### src/swp_consts.svh
/*
  offsets, field positions, reset values and timing figures of the switch
  power and link power control block.
  assumes a 32-bit register word and an 8-bit byte address.
*/
`ifndef SWP_CONSTS_SVH
`define SWP_CONSTS_SVH

// address map, one group of four words per port
`define SWP_ADDR_W        8
`define SWP_PORT_STRIDE   8'h10
`define SWP_OFS_PM_CONTROL_STATUS_REG     8'h00
`define SWP_OFS_LINKCTL   8'h04
`define SWP_OFS_PMVEND    8'h08
`define SWP_OFS_STATUS    8'h0C

// power state field, two bits at the bottom of the control/status word
`define SWP_PS_LSB        0
`define SWP_PS_MSB        1
`define SWP_PS_D0         2'h0
`define SWP_PS_D3HOT      2'h3

// link control: aspm field
`define SWP_ASPM_L0S_BIT  0
`define SWP_ASPM_L1_BIT   1
`define SWP_ASPM_RST      2'h0

// vendor control: entry timers, counted in clock cycles
`define SWP_L0S_TMR_LSB   0
`define SWP_L1_TMR_LSB    8
`define SWP_TMR_W         8
`define SWP_L0S_TMR_RST   8'h10
`define SWP_L1_TMR_RST    8'h40

// status word: write side command and read side fields
`define SWP_CFG_DONE_BIT  0
`define SWP_ST_DSTATE_LSB 0
`define SWP_ST_LINK_LSB   4
`define SWP_ST_DEVLP_BIT  9

`endif

### src/swp_pkg.sv
/*
  types of the switch power and link power control block.
  takes no constant from swp_consts.svh; the state encodings are set here.
*/
package swp_pkg;

  // device power state, one-hot
  typedef enum logic [3:0] {
    SWP_D0_UNINIT = 4'h1,
    SWP_D0_ACTIVE = 4'h2,
    SWP_D3_HOT    = 4'h4,
    SWP_D3_COLD   = 4'h8
  } swpDState_t;

  // link power state, one-hot; l1 pending means still in l0/l0s awaiting ack
  typedef enum logic [4:0] {
    SWP_LK_L0     = 5'h01,
    SWP_LK_L0S    = 5'h02,
    SWP_LK_L1PEND = 5'h04,
    SWP_LK_L1     = 5'h08,
    SWP_LK_L23    = 5'h10
  } swpLink_t;

  // per port outputs towards the link layer
  typedef struct packed {
    swpLink_t linkState;   // current link power state
    logic     l1Req;       // asking the partner for l1
    logic     l1Permit;    // d3hot lets the link go to l1
    logic     pmeOk;       // pme messages may be generated
    logic     trafficStop; // no tlp or dllp may pass
  } swpPortStat_t;

  // per port inputs from the link layer
  typedef struct packed {
    logic idle;    // entry conditions for l0s/l1 hold this cycle
    logic peerL1;  // partner acks (port a) or asks (port c) l1
  } swpPortIn_t;

endpackage

### src/swp_power_ctrl.sv
/*
  power state tracking and active state link power control for the two
  bridge ports of a switch: port 0 is the upstream root port, port 1 the
  non-transparent port.
  assumes link layer inputs on sys_clk, a power-removed pin from outside,
  and a register master on a plain strobe port with read data one cycle later.
*/
// Operation
// - each bridge state affects only its port
// - d3hot lets that port's link enter l1
// - root low power plus ack: whole switch low
// - four states: d0 uninit, d0 active, d3hot, d3cold
// - d3hot to d0 resets no logic, registers
// - reset gives d0 uninit; configuration gives active
// - writing d3hot code from active enters d3hot
// - writing d0 code from d3hot gives uninit
// - no pme messages in d3hot or d3cold
// - l2/l3 ready only after ack, no traffic
// - l0s both ports, l1 aspm port a only
// - enabled aspm acts without software help
// - l0s after conditions held l0s timer
// - l1 after conditions held l1 timer
// - met conditions in l0/l0s send l1 request
// - only the upstream port requests l1
// - l1 only on partner ack, else stay
// - d3hot also drives the link into l1
`include "swp_consts.svh"
`timescale 1ns/100ps
`default_nettype none

module swp_power_ctrl (
  input  wire logic                        sys_clk,
  input  wire logic                        arst_n,
  input  wire logic [`SWP_ADDR_W-1:0]      regAddr,
  input  wire logic [31:0]                 regWdata,
  input  wire logic                        regWr,
  input  wire logic                        regRd,
  output logic      [31:0]                 regRdata,
  input  wire swp_pkg::swpPortIn_t [1:0]   portIn,
  input  wire logic                        turnOffAck,
  input  wire logic                        powerRemoved,
  output swp_pkg::swpPortStat_t [1:0]      portStat,
  output logic                             deviceLowPower
);

  // reset release copy
  logic       rstMeta_r;          // first release stage
  logic       rstSync_n;          // released reset used everywhere
  // power-removed pin filter
  logic [2:0] pwrSync_r;          // three stage pin capture
  logic       pwrGone_r;          // filtered level
  // shared device state
  logic       toAck_r;            // turn-off acknowledge seen
  logic       devLp_r;            // whole switch in low power
  // per port state
  swp_pkg::swpDState_t       dState_r  [2];
  swp_pkg::swpLink_t         linkSt_r  [2];
  logic [1:0]                aspm_r    [2];
  logic [`SWP_TMR_W-1:0]     l0sTmr_r  [2];
  logic [`SWP_TMR_W-1:0]     l1Tmr_r   [2];
  logic [`SWP_TMR_W-1:0]     idleCnt_r [2];
  // decoded register access
  logic                      hitPort;  // port index of access
  logic [1:0]                hitReg;   // word within port group
  logic                      addrOk;   // address is mapped
  logic [31:0]               rdNxt;    // read data before the flop

  // two flop release of the asynchronous reset
  always_ff @(posedge sys_clk or negedge arst_n) begin
    if (!arst_n) begin
      rstMeta_r <= 1'b0;
      rstSync_n <= 1'b0;
    end else begin
      rstMeta_r <= 1'b1;
      rstSync_n <= rstMeta_r;
    end
  end

  // pin capture; only stages two and three are compared
  always_ff @(posedge sys_clk or negedge rstSync_n) begin
    if (!rstSync_n) begin
      pwrSync_r <= 3'h0;
      pwrGone_r <= 1'b0;
    end else begin
      pwrSync_r <= {pwrSync_r[1:0], powerRemoved};
      if (pwrSync_r[1] == pwrSync_r[2]) begin
        pwrGone_r <= pwrSync_r[2];
      end
    end
  end

  // address decode: any bit outside the map makes it unmapped
  assign hitPort = regAddr[4];
  assign hitReg  = regAddr[3:2];
  assign addrOk  = (regAddr[7:5] == 3'h0) && (regAddr[1:0] == 2'h0);

  // turn-off acknowledge sticky flag, set wins over the clear
  always_ff @(posedge sys_clk or negedge rstSync_n) begin
    if (!rstSync_n) begin
      toAck_r <= 1'b0;
    end else if (turnOffAck) begin
      toAck_r <= 1'b1;
    end else if (dState_r[0] == swp_pkg::SWP_D0_UNINIT ||
                 dState_r[0] == swp_pkg::SWP_D0_ACTIVE) begin
      toAck_r <= 1'b0;
    end
  end

  always_ff @(posedge sys_clk or negedge rstSync_n) begin
    if (!rstSync_n) begin
      devLp_r <= 1'b0;
    end else begin
      devLp_r <= toAck_r && (dState_r[0] == swp_pkg::SWP_D3_HOT ||
                             dState_r[0] == swp_pkg::SWP_D3_COLD);
    end
  end

  // switch-wide low power output
  always_ff @(posedge sys_clk or negedge rstSync_n) begin
    if (!rstSync_n) begin
      deviceLowPower <= 1'b0;
    end else begin
      deviceLowPower <= devLp_r;
    end
  end

  // per port logic; each copy sees its own registers plus the shared devLp_r
  for (genvar p = 0; p < 2; p++) begin : g_port
    logic wrHit;     // write to this port's group
    logic psWrD0;    // power state field written with d0
    logic psWrD3;    // power state field written with d3hot
    logic l0sGo;     // l0s entry conditions held long enough
    logic l1Go;      // l1 aspm conditions held long enough
    logic l1Want;    // any reason to head for l1

    assign wrHit  = regWr && addrOk && (hitPort == 1'(p));
    assign psWrD0 = wrHit && (hitReg == 2'h0) &&
                    (regWdata[`SWP_PS_MSB:`SWP_PS_LSB] == `SWP_PS_D0);
    assign psWrD3 = wrHit && (hitReg == 2'h0) &&
                    (regWdata[`SWP_PS_MSB:`SWP_PS_LSB] == `SWP_PS_D3HOT);
    assign l0sGo  = aspm_r[p][`SWP_ASPM_L0S_BIT] && portIn[p].idle &&
                    (idleCnt_r[p] >= l0sTmr_r[p]);
    assign l1Go   = aspm_r[p][`SWP_ASPM_L1_BIT] && portIn[p].idle &&
                    (idleCnt_r[p] >= l1Tmr_r[p]);
    assign l1Want = l1Go || (dState_r[p] == swp_pkg::SWP_D3_HOT);

    // link control and vendor timers; never touched by state moves
    always_ff @(posedge sys_clk or negedge rstSync_n) begin
      if (!rstSync_n) begin
        aspm_r[p]   <= `SWP_ASPM_RST;
        l0sTmr_r[p] <= `SWP_L0S_TMR_RST;
        l1Tmr_r[p]  <= `SWP_L1_TMR_RST;
      end else begin
        if (wrHit && hitReg == 2'h1) begin
          // l1 aspm bit kept zero on port c
          aspm_r[p] <= {regWdata[`SWP_ASPM_L1_BIT] & (p == 0),
                        regWdata[`SWP_ASPM_L0S_BIT]};
        end
        if (wrHit && hitReg == 2'h2) begin
          l0sTmr_r[p] <= regWdata[`SWP_L0S_TMR_LSB +: `SWP_TMR_W];
          l1Tmr_r[p]  <= regWdata[`SWP_L1_TMR_LSB +: `SWP_TMR_W];
        end
      end
    end

    // idle run length, saturating; any activity restarts it
    always_ff @(posedge sys_clk or negedge rstSync_n) begin
      if (!rstSync_n) begin
        idleCnt_r[p] <= '0;
      end else if (!portIn[p].idle) begin
        idleCnt_r[p] <= '0;
      end else if (idleCnt_r[p] != {`SWP_TMR_W{1'b1}}) begin
        idleCnt_r[p] <= idleCnt_r[p] + `SWP_TMR_W'(1);
      end
    end

    always_ff @(posedge sys_clk or negedge rstSync_n) begin
      if (!rstSync_n) begin
        dState_r[p] <= swp_pkg::SWP_D0_UNINIT;
      end else begin
        unique case (dState_r[p])
          swp_pkg::SWP_D0_UNINIT: begin
            if (wrHit && hitReg == 2'h3 && regWdata[`SWP_CFG_DONE_BIT]) begin
              dState_r[p] <= swp_pkg::SWP_D0_ACTIVE;
            end
          end
          swp_pkg::SWP_D0_ACTIVE: begin
            if (psWrD3) begin
              dState_r[p] <= swp_pkg::SWP_D3_HOT;
            end
          end
          // d0 write, nothing else is reset
          swp_pkg::SWP_D3_HOT: begin
            if (pwrGone_r) begin
              dState_r[p] <= swp_pkg::SWP_D3_COLD;
            end else if (psWrD0) begin
              dState_r[p] <= swp_pkg::SWP_D0_UNINIT;
            end
          end
          // only a fresh fundamental reset leaves d3cold
          swp_pkg::SWP_D3_COLD: begin
            dState_r[p] <= swp_pkg::SWP_D3_COLD;
          end
        endcase
      end
    end

    // link state machine runs on its own once enabled
    always_ff @(posedge sys_clk or negedge rstSync_n) begin
      if (!rstSync_n) begin
        linkSt_r[p] <= swp_pkg::SWP_LK_L0;
      end else if (devLp_r) begin
        // l2/l3 ready only after the ack
        linkSt_r[p] <= swp_pkg::SWP_LK_L23;
      end else begin
        unique case (linkSt_r[p])
          swp_pkg::SWP_LK_L0, swp_pkg::SWP_LK_L0S: begin
            if (p == 0 && l1Want) begin
              // request l1 from l0 or l0s
              linkSt_r[p] <= swp_pkg::SWP_LK_L1PEND;
            end else if (p != 0 && dState_r[p] == swp_pkg::SWP_D3_HOT &&
                         portIn[p].peerL1) begin
              linkSt_r[p] <= swp_pkg::SWP_LK_L1;
            end else if (l0sGo) begin
              linkSt_r[p] <= swp_pkg::SWP_LK_L0S;
            end else if (!portIn[p].idle) begin
              linkSt_r[p] <= swp_pkg::SWP_LK_L0;
            end
          end
          // wait for the ack, give up on activity unless in d3hot
          swp_pkg::SWP_LK_L1PEND: begin
            if (portIn[p].peerL1) begin
              linkSt_r[p] <= swp_pkg::SWP_LK_L1;
            end else if (!l1Want && !portIn[p].idle) begin
              linkSt_r[p] <= swp_pkg::SWP_LK_L0;
            end
          end
          // leave l1 on traffic unless held there by d3hot
          swp_pkg::SWP_LK_L1: begin
            if (!portIn[p].idle && dState_r[p] != swp_pkg::SWP_D3_HOT) begin
              linkSt_r[p] <= swp_pkg::SWP_LK_L0;
            end
          end
          // switch left low power: retrain to l0
          swp_pkg::SWP_LK_L23: begin
            linkSt_r[p] <= swp_pkg::SWP_LK_L0;
          end
        endcase
      end
    end

    // registered port outputs, one cycle behind the state
    // built only from this port's state
    always_ff @(posedge sys_clk or negedge rstSync_n) begin
      if (!rstSync_n) begin
        portStat[p] <= '{linkState: swp_pkg::SWP_LK_L0, default: 1'b0};
      end else begin
        portStat[p].linkState   <= linkSt_r[p];
        portStat[p].l1Req       <= (p == 0) &&
                                   (linkSt_r[p] == swp_pkg::SWP_LK_L1PEND);
        portStat[p].l1Permit    <= (dState_r[p] == swp_pkg::SWP_D3_HOT);
        portStat[p].pmeOk       <= (dState_r[p] == swp_pkg::SWP_D0_UNINIT) ||
                                   (dState_r[p] == swp_pkg::SWP_D0_ACTIVE);
        portStat[p].trafficStop <= (linkSt_r[p] == swp_pkg::SWP_LK_L23);
      end
    end
  end

  // read mux; reserved bits and unmapped words read zero
  always_comb begin
    rdNxt = 32'h0000_0000;
    if (addrOk) begin
      unique case (hitReg)
        2'h0: rdNxt[`SWP_PS_MSB:`SWP_PS_LSB] =
                (dState_r[hitPort] == swp_pkg::SWP_D3_HOT ||
                 dState_r[hitPort] == swp_pkg::SWP_D3_COLD) ?
                `SWP_PS_D3HOT : `SWP_PS_D0;
        2'h1: rdNxt[1:0] = aspm_r[hitPort];
        2'h2: begin
          rdNxt[`SWP_L0S_TMR_LSB +: `SWP_TMR_W] = l0sTmr_r[hitPort];
          rdNxt[`SWP_L1_TMR_LSB +: `SWP_TMR_W]  = l1Tmr_r[hitPort];
        end
        2'h3: begin
          rdNxt[`SWP_ST_DSTATE_LSB +: 4] = dState_r[hitPort];
          rdNxt[`SWP_ST_LINK_LSB +: 5]   = linkSt_r[hitPort];
          rdNxt[`SWP_ST_DEVLP_BIT]       = devLp_r;
        end
      endcase
    end
  end

  // read data stands only in the cycle after the strobe
  always_ff @(posedge sys_clk or negedge rstSync_n) begin
    if (!rstSync_n) begin
      regRdata <= 32'h0000_0000;
    end else if (regRd) begin
      regRdata <= rdNxt;
    end else begin
      regRdata <= 32'h0000_0000;
    end
  end
endmodule // swp_power_ctrl

`default_nettype wire

### config.mk
export PLATFORM = sky130hd
export DESIGN_NAME = swp_power_ctrl
export DESIGN_NICKNAME = d
export VERILOG_FILES = /design/src/swp_pkg.sv /design/src/swp_power_ctrl.sv
export VERILOG_INCLUDE_DIRS = /design/src /design/src/src
export SDC_FILE = /design/constraint.sdc
export NUM_CORES = 1
export LEC_CHECK = 0
export BUFFER_PORTS_ARGS = -buffer_cell sky130_fd_sc_hd__buf_2
export CORE_ASPECT_RATIO = 0.9
export CORE_MARGIN = 2
export CORE_UTILIZATION = 46
export DETAILED_ROUTE_END_ITERATION = 8
export MAX_ROUTING_LAYER = met4
export PLACE_DENSITY = 0.67
export SYNTH_ARGS = -nofsm -noshare
export SYNTH_HDL_FRONTEND = slang
export SYNTH_SLANG_ARGS = --single-unit
export TNS_END_PERCENT = 50
### constraint.sdc
create_clock -name sys_clk -period 5.3 [get_ports sys_clk]
set_input_delay 0.265 -clock sys_clk [delete_from_list [all_inputs] [get_ports sys_clk]]
set_output_delay 0.265 -clock sys_clk [all_outputs]
set_load 0.01 [all_outputs]
* Word level (Yosys, flattened, before mapping)
Index checks and enable logic that the tools add are counted.
Widths: inputs -> output; s select.
** Storage, ports and cells
- Memories :: 0
- Output and inout bits :: 51
- Memory bits (writable) :: 0
- Register bits :: 127
- Logic and storage cells :: 183
- Input bits :: 50
- Bits in latches :: 0
- Bits in read-only memories :: 0
** Cells by class
- Shifts and indexed selects :: 0
- Divide/modulo/power cells :: 0
- Reduce and logical (&&, ||, !) cells :: 50
- Equal/unequal tests :: 43
- Muxes and demuxes :: 53
- Order comparisons :: 4
- Bitwise gates (word level) :: 2
- Add/sub/neg operators :: 2
- $mul :: 0
** Operators by type and width (number)
- $mux 5 :: 17
- $mux 8 :: 10
- $mux 4 :: 11
- $pmux 5 s4 :: 2
- $mux 16 :: 2
- $pmux 4 s4 :: 2
- $logic_and 1x1->1 :: 30
- $ge 8x8->1 :: 3
- $add 8x1->8 const B :: 2
- $ne 8x8->1 const B :: 2
- $pmux 8 s2 :: 1
- $eq 4x3->1 const B :: 3
- $eq 4x4->1 const B :: 3
- $ne 3x3->1 const B :: 4
- $reduce_and 3->1 :: 4
- $eq 5x1->1 const B :: 2
- $eq 5x2->1 const B :: 2
- $eq 5x3->1 const B :: 2
- $eq 5x4->1 const B :: 2
- $eq 5x5->1 const B :: 2
- $ne 5x5->1 const B :: 2
- $eq 4x1->1 const B :: 2
- $eq 4x2->1 const B :: 2
- $mux 2 :: 4
- 19 further kinds :: 38

* Longest topological paths before layout
Gate-level depths: netlist (run 1).
- Depth after elaboration :: 10
- Mapped depth :: 8
- Mapped depth without buffers :: 8

* Least setup slack after synthesis (run 1)
OpenSTA, ideal clock, no wires.
- Path kind :: register to register
- From :: reg idleCnt_r[10] (netlist bit)
- To :: reg linkSt_r[5] (netlist bit)
- Setup time :: 0.079 ns
- Clock period less this slack :: 2.182 ns
- Required time :: 5.221 ns
- Slack :: 3.118 ns
- Arrival :: 2.103 ns
- Cell stages (with the launch flop) :: 8
- Buffers on the path :: 0
- Path through :: dfrtp_1 ha_1 a211o_1 a31oi_1 o21ai_0 o2111a_1 or4b_2 o211a_1
** Between the ends
- Cells in the longest elaborated chain, start to end :: 7
- Elaborated cells on any way between the ends :: 14
- Classes of those cells :: 2 x order compare; 2 x eq/ne; 4 x mux; 6 x reduce/logical
** Ends and longest elaborated chain
- from (decl) :: RTL line swp_power_ctrl.sv:61 : logic [`SWP_TMR_W-1:0] idleCnt_r [2];
- from (signal, indexed assignment) :: RTL line swp_power_ctrl.sv:173 : idleCnt_r[p] <= idleCnt_r[p] + `SWP_TMR_W'(1);
- $ge 8x8->1 :: RTL line swp_power_ctrl.sv:144 : (idleCnt_r[p] >= l1Tmr_r[p]);
- $logic_and 1x1->1 :: RTL line swp_power_ctrl.sv:143 : assign l1Go = aspm_r[p][`SWP_ASPM_L1_BIT] && portIn[p].idle &&
- $logic_or 1x1->1 :: RTL line swp_power_ctrl.sv:145 : assign l1Want = l1Go || (dState_r[p] == swp_pkg::SWP_D3_HOT);
- $logic_not 1->1 :: RTL line swp_power_ctrl.sv:234 : end else if (!l1Want && !portIn[p].idle) begin
- $logic_and 1x1->1 :: RTL line swp_power_ctrl.sv:234
- $ne 4x4->1 (no line)
- $reduce_and 3->1 (no line)
- to (signal, indexed assignment) :: RTL line swp_power_ctrl.sv:233 : linkSt_r[p] <= swp_pkg::SWP_LK_L1;
- to (signal, indexed assignment) :: RTL line swp_power_ctrl.sv:235 : linkSt_r[p] <= swp_pkg::SWP_LK_L0;
- to (signal, indexed assignment) :: RTL line swp_power_ctrl.sv:241 : linkSt_r[p] <= swp_pkg::SWP_LK_L0;
- to (decl) :: RTL line swp_power_ctrl.sv:57 : swp_pkg::swpLink_t linkSt_r [2];
Parallel ways exist; a longest one is shown, timed or not.
A chain may end at the register's enable or synchronous reset.

* Final worst setup path (run 1)
- From :: reg idleCnt_r[8] (netlist bit)
- To :: reg linkSt_r[5] (netlist bit)
The elaborated chain is that of the path after synthesis.

==> results of run 1 <==
[cell type report]
| class | count | area share |
|---|---|---|
| clock buffer | 10 | 0.0369 |
| clock inverter | 6 | 0.00785 |
| tap | 160 | 0.0322 |
| sequential | 109 | 0.442 |
| inverter | 34 | 0.0205 |
| timing repair buffer | 68 | 0.0560 |
| multi-input combinational | 357 | 0.405 |
[per-stage QoR]
stage,total power [W],hold slack (ns)
after floorplan,0.000991,-0.0306
after global placement,0.00102,0.0512
after detailed placement,0.00103,0.0526
after CTS,0.00166,0.00904
after global routing,0.00172,0.00961
final,0.00164,0.0180
[path summary, 6_finish.rpt]
check | start | endpoint | slack [ns] | depth (start not counted)
max | idleCnt_r[8]$_DFFE_PN0P_ | linkSt_r[5]$_DFFE_PN1P_ | 2.81 | 8
min | powerRemoved | pwrSync_r[0]$_DFF_PN0_ | 0.02 | 1
max reg2reg | idleCnt_r[8]$_DFFE_PN0P_ | linkSt_r[5]$_DFFE_PN1P_ | 2.81 | 8
min reg2reg | pwrSync_r[0]$_DFF_PN0_ | pwrSync_r[1]$_DFF_PN0_ | 0.36 | 0
max in group asynchronous | rstSync_n$_DFF_PN0_ | portStat[8]$_DFF_PN0_ | 3.82 | 1
min in group asynchronous | arst_n | rstMeta_r$_DFF_PN0_ | 0.22 | 2
[state kept, by name, summed over array words and instances (netlist names), 8 cells and up]
register / flops
dState_r: 8
idleCnt_r: 16
l0sTmr_r: 16
l1Tmr_r: 16
linkSt_r: 9
portStat: 16
regRdata: 16
[placed cells by master, fill, tap and decap left out, drive strengths merged, types with 12 or more instances in the layout]
cell   instances
a21oi         16
and3          12
buf           67
conb          19
dfrtp         99
ha            26
inv           35
mux2          31
mux2i         18
nand2         33
nand3         19
nor2          53
nor3          14
o21ai         21
[worst max-delay path, stage by stage (launching register included)]
cell and delay, ns:
dfrtp_1 0.40, inv_1 0.12, ha_1 0.23, nand2b_1 0.13
a211oi_1 0.27, o21bai_1 0.11, a21oi_1 0.40, or4b_2 0.62
o211a_1 0.14
[layer usage]
metal,vias to the layer above,GRT usage,share of wire
li1,1900,-,-
met1,1912,0.259,0.47
met2,115,0.291,0.46
met3,16,0.0406,0.053
met4,0,0.0605,0.022
met5,-,-,0
[cell usage after synthesis, drive strengths merged, types with 3 or more instances]
master and number:
nor2b 6, clkbuf 13, and3 12, a21oi 16
mux2 31, nand3b 4, o21ai 21, xor2 8
a21o 5, nand2b 8, o22a 4, inv 33
a22oi 4, nor2 53, o22ai 3, nand2 33
nor3 14, buf 25, xnor2 3, or3 3
a211oi 6, ha 26, nand4 3, nand3 19
dfstp 10, mux2i 18, a31oi 4, dfrtp 99
[report_power, final]
| group | internal, W | switching [W] |
|---|---|---|
| logic | 0.0000550 | 0.0000736 |
| registers | 0.000857 | 0.0000276 |
| clock network | 0.000324 | 0.000305 |
[kinds of logic after synthesis]
kind of cell | Yosys count
flops | 109
xor+xnor | 11
fa+ha+maj | 27
other cells | 2
compound gates | 81
mux | 51
buf+inv | 72
simple gates | 168
[what timing repair did]
| item | in CTS | in global routing |
|---|---|---|
| hold buffers | 1 | 0 |
| resized for setup | 0 | 0 |
| hold endpoints to repair | 2 | 0 |
==> qor.txt, run 1 <==
RD Place Congestion = 0.869
Synth Area in XOR/XNOR = 0.0174
Share of the synthesized area in the top cell type = 0.446
Largest net degree at the start of global routing = 55
Simple-gate share of the synthesized area = 0.156
Initial core utilization = 0.465
Worst-path fanout max = 4
DIE AREA = 0.0130 mm^2
Detailed Routing Iterations Pass 1 = 4
Largest family of logic cells by synthesized area = simple AND/OR/NAND/NOR gates
HP Class = in2reg
Vias in the first global route = 3735
Post-route ant nets = 0
Final WL = 11400 um
Synth area leaders = dfrtp_1 45%, ha_1 5.9%, dfstp_2 4.7%
Clk_skew = 0.00659 ns
Root Buffer = clkbuf_16
Ys Warns = 0
Die X = 120 um
Synth Instances = 521
Clk sinks = 109
CTS Buf Count = 9
Avg Vias per Cell = 5.30
Required @ worst endpoint = 5.58 ns
EDFF count, synth = 0
Synthesis-stage register bit count = 109
Dominant cell type by area after synthesis = dfrtp_1
Final #Nets = 655
FP Rows = 38
Bufs on Longest Clock Path = 2
MaxCap Viol Count = 0
Die Y = 108 um
Area of the multi-input gates = 0.00252 mm^2
Initial DRC count = 262
Vias post-DR = 3943
DP Worst Slack = 2.57 ns
Worst Path Arrival = 2.77 ns
Initial antenna violation count = 0
Seq/Total Area, Yosys = 0.494
RSZ-0062 raised after global routing = false
Placeable Area = 0.0119 mm^2
Mux cell area share after synthesis = 0.110
Drt drc = 0
Final Hold Fails = 0
Max VDD drop = 168 uV
Fmax = 402 MHz
Post-CTS Setup Repair Bufs = 0
Cell variety after synth = 62
Max_slew headroom = 0.454
Fillers = 1085
Layout Cells excl Fill = 744
Total GRT Usage = 0.191
Share of layout cells above drive strength 1 = 0.231
Ys flop type = dfrtp_1
Area post-placement = 0.00593 mm^2
Final worst-path cycle share = 0.469
Slew @ Worst Pin = 0.818 ns
Fin util = 0.521
Final WS setup = 2.81 ns
Leakage = 3.09 nW
Congestion Overflow GR = 0
Async SR Flop Fraction = 1.00
Post-DR wirelength/cell = 15.3 um
Synthesized cell area = 0.00555 mm^2
First-pass GRT wire length = 18600 um
WS Path Type = reg2reg
Slew Viols, Final = 0
Clock Latency Late Sink = 0.35 ns
Post-synthesis compound-gate area fraction = 0.0960
Diode count = 0
Synth Area in Adders = 0.0604
CP endpoint kind = register
CTS H-tree depth = 3
CTS tree = done
Outcome = completed
Final Instance Area = 0.00621 mm^2
HPWL Detailed = 8410 um
Power density cells = 264 mW/mm^2
Sequential cell area = 0.00274 mm^2
Startpoint Class = register
Io pins = 101
Final setup vio count = 0
Synthesis-to-layout area growth = 11.9%
TNS Setup = 0 ns
Synth Area per Inst = 10.7 um^2
Post-layout min period = 2.49 ns
I/O Buffers = 66
Dpl cells = 727
Clk pin slew, worst setup/hold paths = 0.07 ns
No activity file was read; power rests on OpenSTA's default activity.
==> run 2: changes to the inputs <==
- clock period: 5.3 -> 2.59 ns (I/O delays scaled with it)
==> run 2 against run 1 <==
Die area did not move; hold slack got worse by 0.012 ns; fmax rose by 5.8%.
==> qor.txt, run 2 (synthesized netlist as in run 1, its figures left out) <==
Outcome = completed
Vias post-DR = 3964
Power consumption = 0.00354 W
Die X = 120 um
Required @ worst endpoint = 2.89 ns
Clk_skew = 0.0140 ns
HPWL Detailed = 8550 um
Post-route ant nets = 0
Initial antenna violation count = 0
Startpoint Class = register
Reg2reg start = idleCnt_r[8]$_DFFE_PN0P_
Worst Path Arrival = 2.65 ns
MaxCap Viol Count = 0
Initial core utilization = 0.465
DP Worst Slack = 0.242 ns
Final worst-path cycle share = 0.908
Slew Viols, Final = 0
Avg Vias per Cell = 5.26
Share of layout cells above drive strength 1 = 0.241
Post-layout min period = 2.35 ns
FP Rows = 38
Congestion Overflow GR = 0
Post-DR wirelength/cell = 15.3 um
Drt drc = 0
Leakage = 3.17 nW
Power density cells = 556 mW/mm^2
Final setup vio count = 0
Die Y = 108 um
Fmax = 425 MHz
CTS tree = done
Total GRT Usage = 0.193
Largest net degree at the start of global routing = 67
Root Buffer = clkbuf_16
Bufs on Longest Clock Path = 2
WHS = 0.00638 ns
Final Hold Fails = 0
First-pass GRT wire length = 18900 um
CP endpoint kind = register
Clk sinks = 109
Max VDD drop = 341 uV
HP Class = in2reg
Initial DRC count = 238
FF-to-FF setup slack = 0.24 ns
Io pins = 101
CP cell instances = inv_1 > ha_1 > nand2b_1 > a211oi_1 > o21bai_1 > a21oi_1 > buf_4 > or4b_2 > o211a_1
RD Place Congestion = 0.886
CP max stage delay = 0.57 ns
Final Instance Area = 0.00636 mm^2
TNS Setup = 0 ns
RSZ-0062 raised after global routing = false
Max_slew headroom = 0.623
Final WL = 11600 um
Detailed Routing Iterations Pass 1 = 4
Placeable Area = 0.0119 mm^2
DIE AREA = 0.0130 mm^2
Synthesis-to-layout area growth = 14.6%
Area post-placement = 0.00599 mm^2
Clk pin slew, worst setup/hold paths = 0.08 ns
Post-CTS Setup Repair Bufs = 0
Slew @ Worst Pin = 0.565 ns
CTS H-tree depth = 3
Clock Latency Late Sink = 0.36 ns
Worst-path fanout max = 4
Commonest non-fill, non-tap cells in the layout = 98 x dfrtp_1, 66 x buf_2, 52 x nor2_1
HP Start = regWdata[6]
Vias in the first global route = 3705
Critical Path Start = idleCnt_r[8]$_DFFE_PN0P_
Commonest non-fill, non-tap cell in the layout = dfrtp_1
I/O Buffers = 66
Final #Nets = 665
CTS Buf Count = 9
WS Path Type = reg2reg
Slowest stage cell, crit path = or4b_2
Final WS setup = 0.239 ns
Diode count = 0
==> run 2: report_power, final <==
group	internal (W)	leakage [nW]	switching [W]	total, W
combinational	0.000119	1.60	0.000154	0.000273
clock	0.000785	0.160	0.000675	0.00146
sequential	0.00175	1.41	0.0000524	0.00181
==> run 2: area by class of cell <==
class / instances / area, um^2
Clock buffer: 9 / 225
Inverter: 34 / 128
Clock inverter: 7 / 103
Multi-Input combinational cell: 357 / 2520
Timing Repair Buffer: 78 / 443
Sequential cell: 109 / 2740
Fill cell: 1106 / 5580
Tap cell: 160 / 200
==> run 2: worst max-delay path: cells and delay by family, from the launching register on <==
family                     cells  cell delay (ns)
and+or+nand+nor                2             0.71
AOI/OAI and AO/OA              4             0.66
DFF                            1             0.40
buffers and inverters          2             0.28
adders and majority gates      1             0.24
==> run 2: final timing paths <==
check / depth (start not counted) / endpoint
max in group asynchronous: 1 / portStat[13]$_DFF_PN1_
max: 9 / linkSt_r[5]$_DFFE_PN1P_
min: 3 / l0sTmr_r[6]$_DFFE_PN0P_
min in group asynchronous: 2 / rstSync_n$_DFF_PN0_
min reg2reg: 0 / regRdata[13]$_DFF_PN0_
max reg2reg: 9 / linkSt_r[5]$_DFFE_PN1P_
==> run 2: repair_timing <==
item,in CTS,in global routing
hold buffers,4,0
hold endpoints to repair,5,0
resized for setup,0,0
==> run 2: routing by layer <==
layer  vias up  GRT usage  part of all wire
met5         -          -                 0
met4         0     0.0546            0.0084
met3         6     0.0380             0.049
met2       108      0.304              0.48
met1      1930      0.258              0.47
li1       1920          -                 -
==> run 2: per-stage QoR <==
step / std cells / util
finish: 754 / 0.533
global route: 754 / 0.533
CTS: 754 / 0.533
detailed placement: 734 / 0.502
global placement: 734 / 0.502
floorplan: 538 / -
==> run 3: changes to the inputs <==
- CORE_UTILIZATION: 46 -> 45
- PLACE_DENSITY: 0.67 -> 0.66
- clock period: 2.59 -> 2.2 ns (I/O delays scaled with it)
==> run 3 against run 2 <==
Power is 18% higher; die area rose by 2.1%; cell count rose by 3.7%; fmax up 15%; count of clock-buffer cells in the layout is the same; global-route usage up 1.4 points; setup slack got worse by 0.089 ns; cell area grew 4.2%; via count up 2.9%; clock power increased by 14%; register-to-register slack worse by 0.09 ns; utilization grew 1.8 points; largest power group unchanged.
==> qor.txt, run 3 (synthesized netlist as in run 1, its figures left out) <==
Vias in the first global route = 3976
Clk sinks = 109
Pint = 0.00314 W
Bufs on Longest Clock Path = 2
Post-layout min period = 2.05 ns
Clock Latency Late Sink = 0.36 ns
Final Hold Fails = 0
Clk_skew = 0.00998 ns
DIE AREA = 0.0132 mm^2
Max VDD drop = 387 uV
Commonest non-fill, non-tap cells in the layout = 98 x dfrtp_1, 66 x buf_2, 52 x nor2_1
Comb power frac = 0.090
MaxCap Viol Count = 0
Sw power = 0.00103 W
HPWL Detailed = 9030 um
Die X = 121 um
Clock Power Share = 0.401
Fin util = 0.551
RD Place Congestion = 0.881
Power density cells = 630 mW/mm^2
Worst Path Arrival = 2.33 ns
Drt drc = 0
CP endpoint kind = register
Post-route ant nets = 0
Detailed Routing Iterations Pass 1 = 4
WHS = 0.0106 ns
Final worst-path cycle share = 0.932
Congestion Overflow GR = 0
Slew Viols, Final = 0
Placeable Area = 0.0120 mm^2
TNS Setup = 0 ns
Vias post-DR = 4078
Outcome = completed
Initial core utilization = 0.461
CTS H-tree depth = 3
WS Path Type = reg2reg
Startpoint Class = register
Final setup vio count = 0
Post-DR wirelength/cell = 15.8 um
Share of layout cells above drive strength 1 = 0.265
Commonest non-fill, non-tap cell in the layout = dfrtp_1
Total GRT Usage = 0.208
Seq pwr share = 0.510
CTS tree = done
Io pins = 101
Leakage = 3.31 nW
Max_slew headroom = 0.607
Required @ worst endpoint = 2.48 ns
Initial DRC count = 239
Diode count = 0
FF-to-FF setup slack = 0.15 ns
Root Buffer = clkbuf_16
Synthesis-to-layout area growth = 19.3%
Post-CTS Setup Repair Bufs = 0
CTS Buf Count = 9
Fmax = 488 MHz
Initial antenna violation count = 0
Worst-path fanout max = 3
RSZ-0062 raised after global routing = false
Slew @ Worst Pin = 0.584 ns
Final WL = 12300 um
FP Rows = 38
Die Y = 109 um
First-pass GRT wire length = 20300 um
Sw frac = 0.247
Clk pin slew, worst setup/hold paths = 0.08 ns
Avg Vias per Cell = 5.21
I/O Buffers = 66
Largest net degree at the start of global routing = 47
Final #Nets = 693
Hold path depth = 3
HP Class = in2reg
Worst reg-to-reg path cell count = 8
## run 3: routing by layer
layer / track usage / vias to the layer above / part of all wire
met5: - / - / 0
met1: 0.271 / 1973 / 0.46
met3: 0.0534 / 18 / 0.054
met4: 0.0681 / 0 / 0.018
met2: 0.319 / 120 / 0.47
li1: - / 1967 / -
## run 3: power groups by stage
stage                     combinational [W]  clock (W)  sequential (W)
after floorplan                    0.000226          0         0.00216
after global placement             0.000331          0         0.00216
after detailed placement           0.000345          0         0.00216
after CTS                          0.000370    0.00171         0.00212
after global routing               0.000419    0.00182         0.00213
final                              0.000374    0.00167         0.00212
## run 3: layout make-up
type / count / area (um^2)
Tap cell: 160 / 200
Sequential cell: 109 / 2740
Clock buffer: 9 / 225
Fill cell: 1050 / 5410
Multi-Input combinational cell: 357 / 2540
Inverter: 34 / 128
Timing Repair Buffer: 106 / 706
Clock inverter: 7 / 82.6
## run 3: critical path, cell delays in order (launching register included)
cell,delay (ns)
dfrtp_1,0.39
ha_1,0.31
a211o_1,0.26
a31oi_1,0.15
o21ai_1,0.08
o2111a_1,0.14
buf_4,0.15
or3_1,0.33
a21boi_0,0.17
## run 3: repair_timing
| item | CTS | global route |
|---|---|---|
| resized for setup | 3 | 4 |
| hold buffers | 15 | 0 |
| endpoints found under the setup margin | 1 | 2 |
| pin swaps | 2 | 7 |
| hold endpoints to repair | 22 | 0 |
## run 3: through the flow
step | cell area, um^2 | power (W) | instances | setup WS [ns]
finish | 6620 | 0.00417 | 782 | 0.151
floorplan | 5620 | 0.00239 | 538 | 0.0182
global route | 6620 | 0.00438 | 782 | 0.0387
CTS | 6610 | 0.00421 | 782 | 0.0115
global placement | 6140 | 0.00249 | 751 | -0.0130
detailed placement | 6140 | 0.00251 | 751 | -0.0503
## run 3: path summary, 6_finish.rpt
path	startpoint	endpoint
max	idleCnt_r[10]$_DFFE_PN0P_	linkSt_r[6]$_DFFE_PN0P_
min	regWdata[6]	l0sTmr_r[6]$_DFFE_PN0P_
max reg2reg	idleCnt_r[10]$_DFFE_PN0P_	linkSt_r[6]$_DFFE_PN0P_
min reg2reg	rstSync_n$_DFF_PN0_	toAck_r$_DFFE_PN0P_
max in group asynchronous	rstSync_n$_DFF_PN0_	linkSt_r[0]$_DFFE_PN1P_
min in group asynchronous	arst_n	rstSync_n$_DFF_PN0_
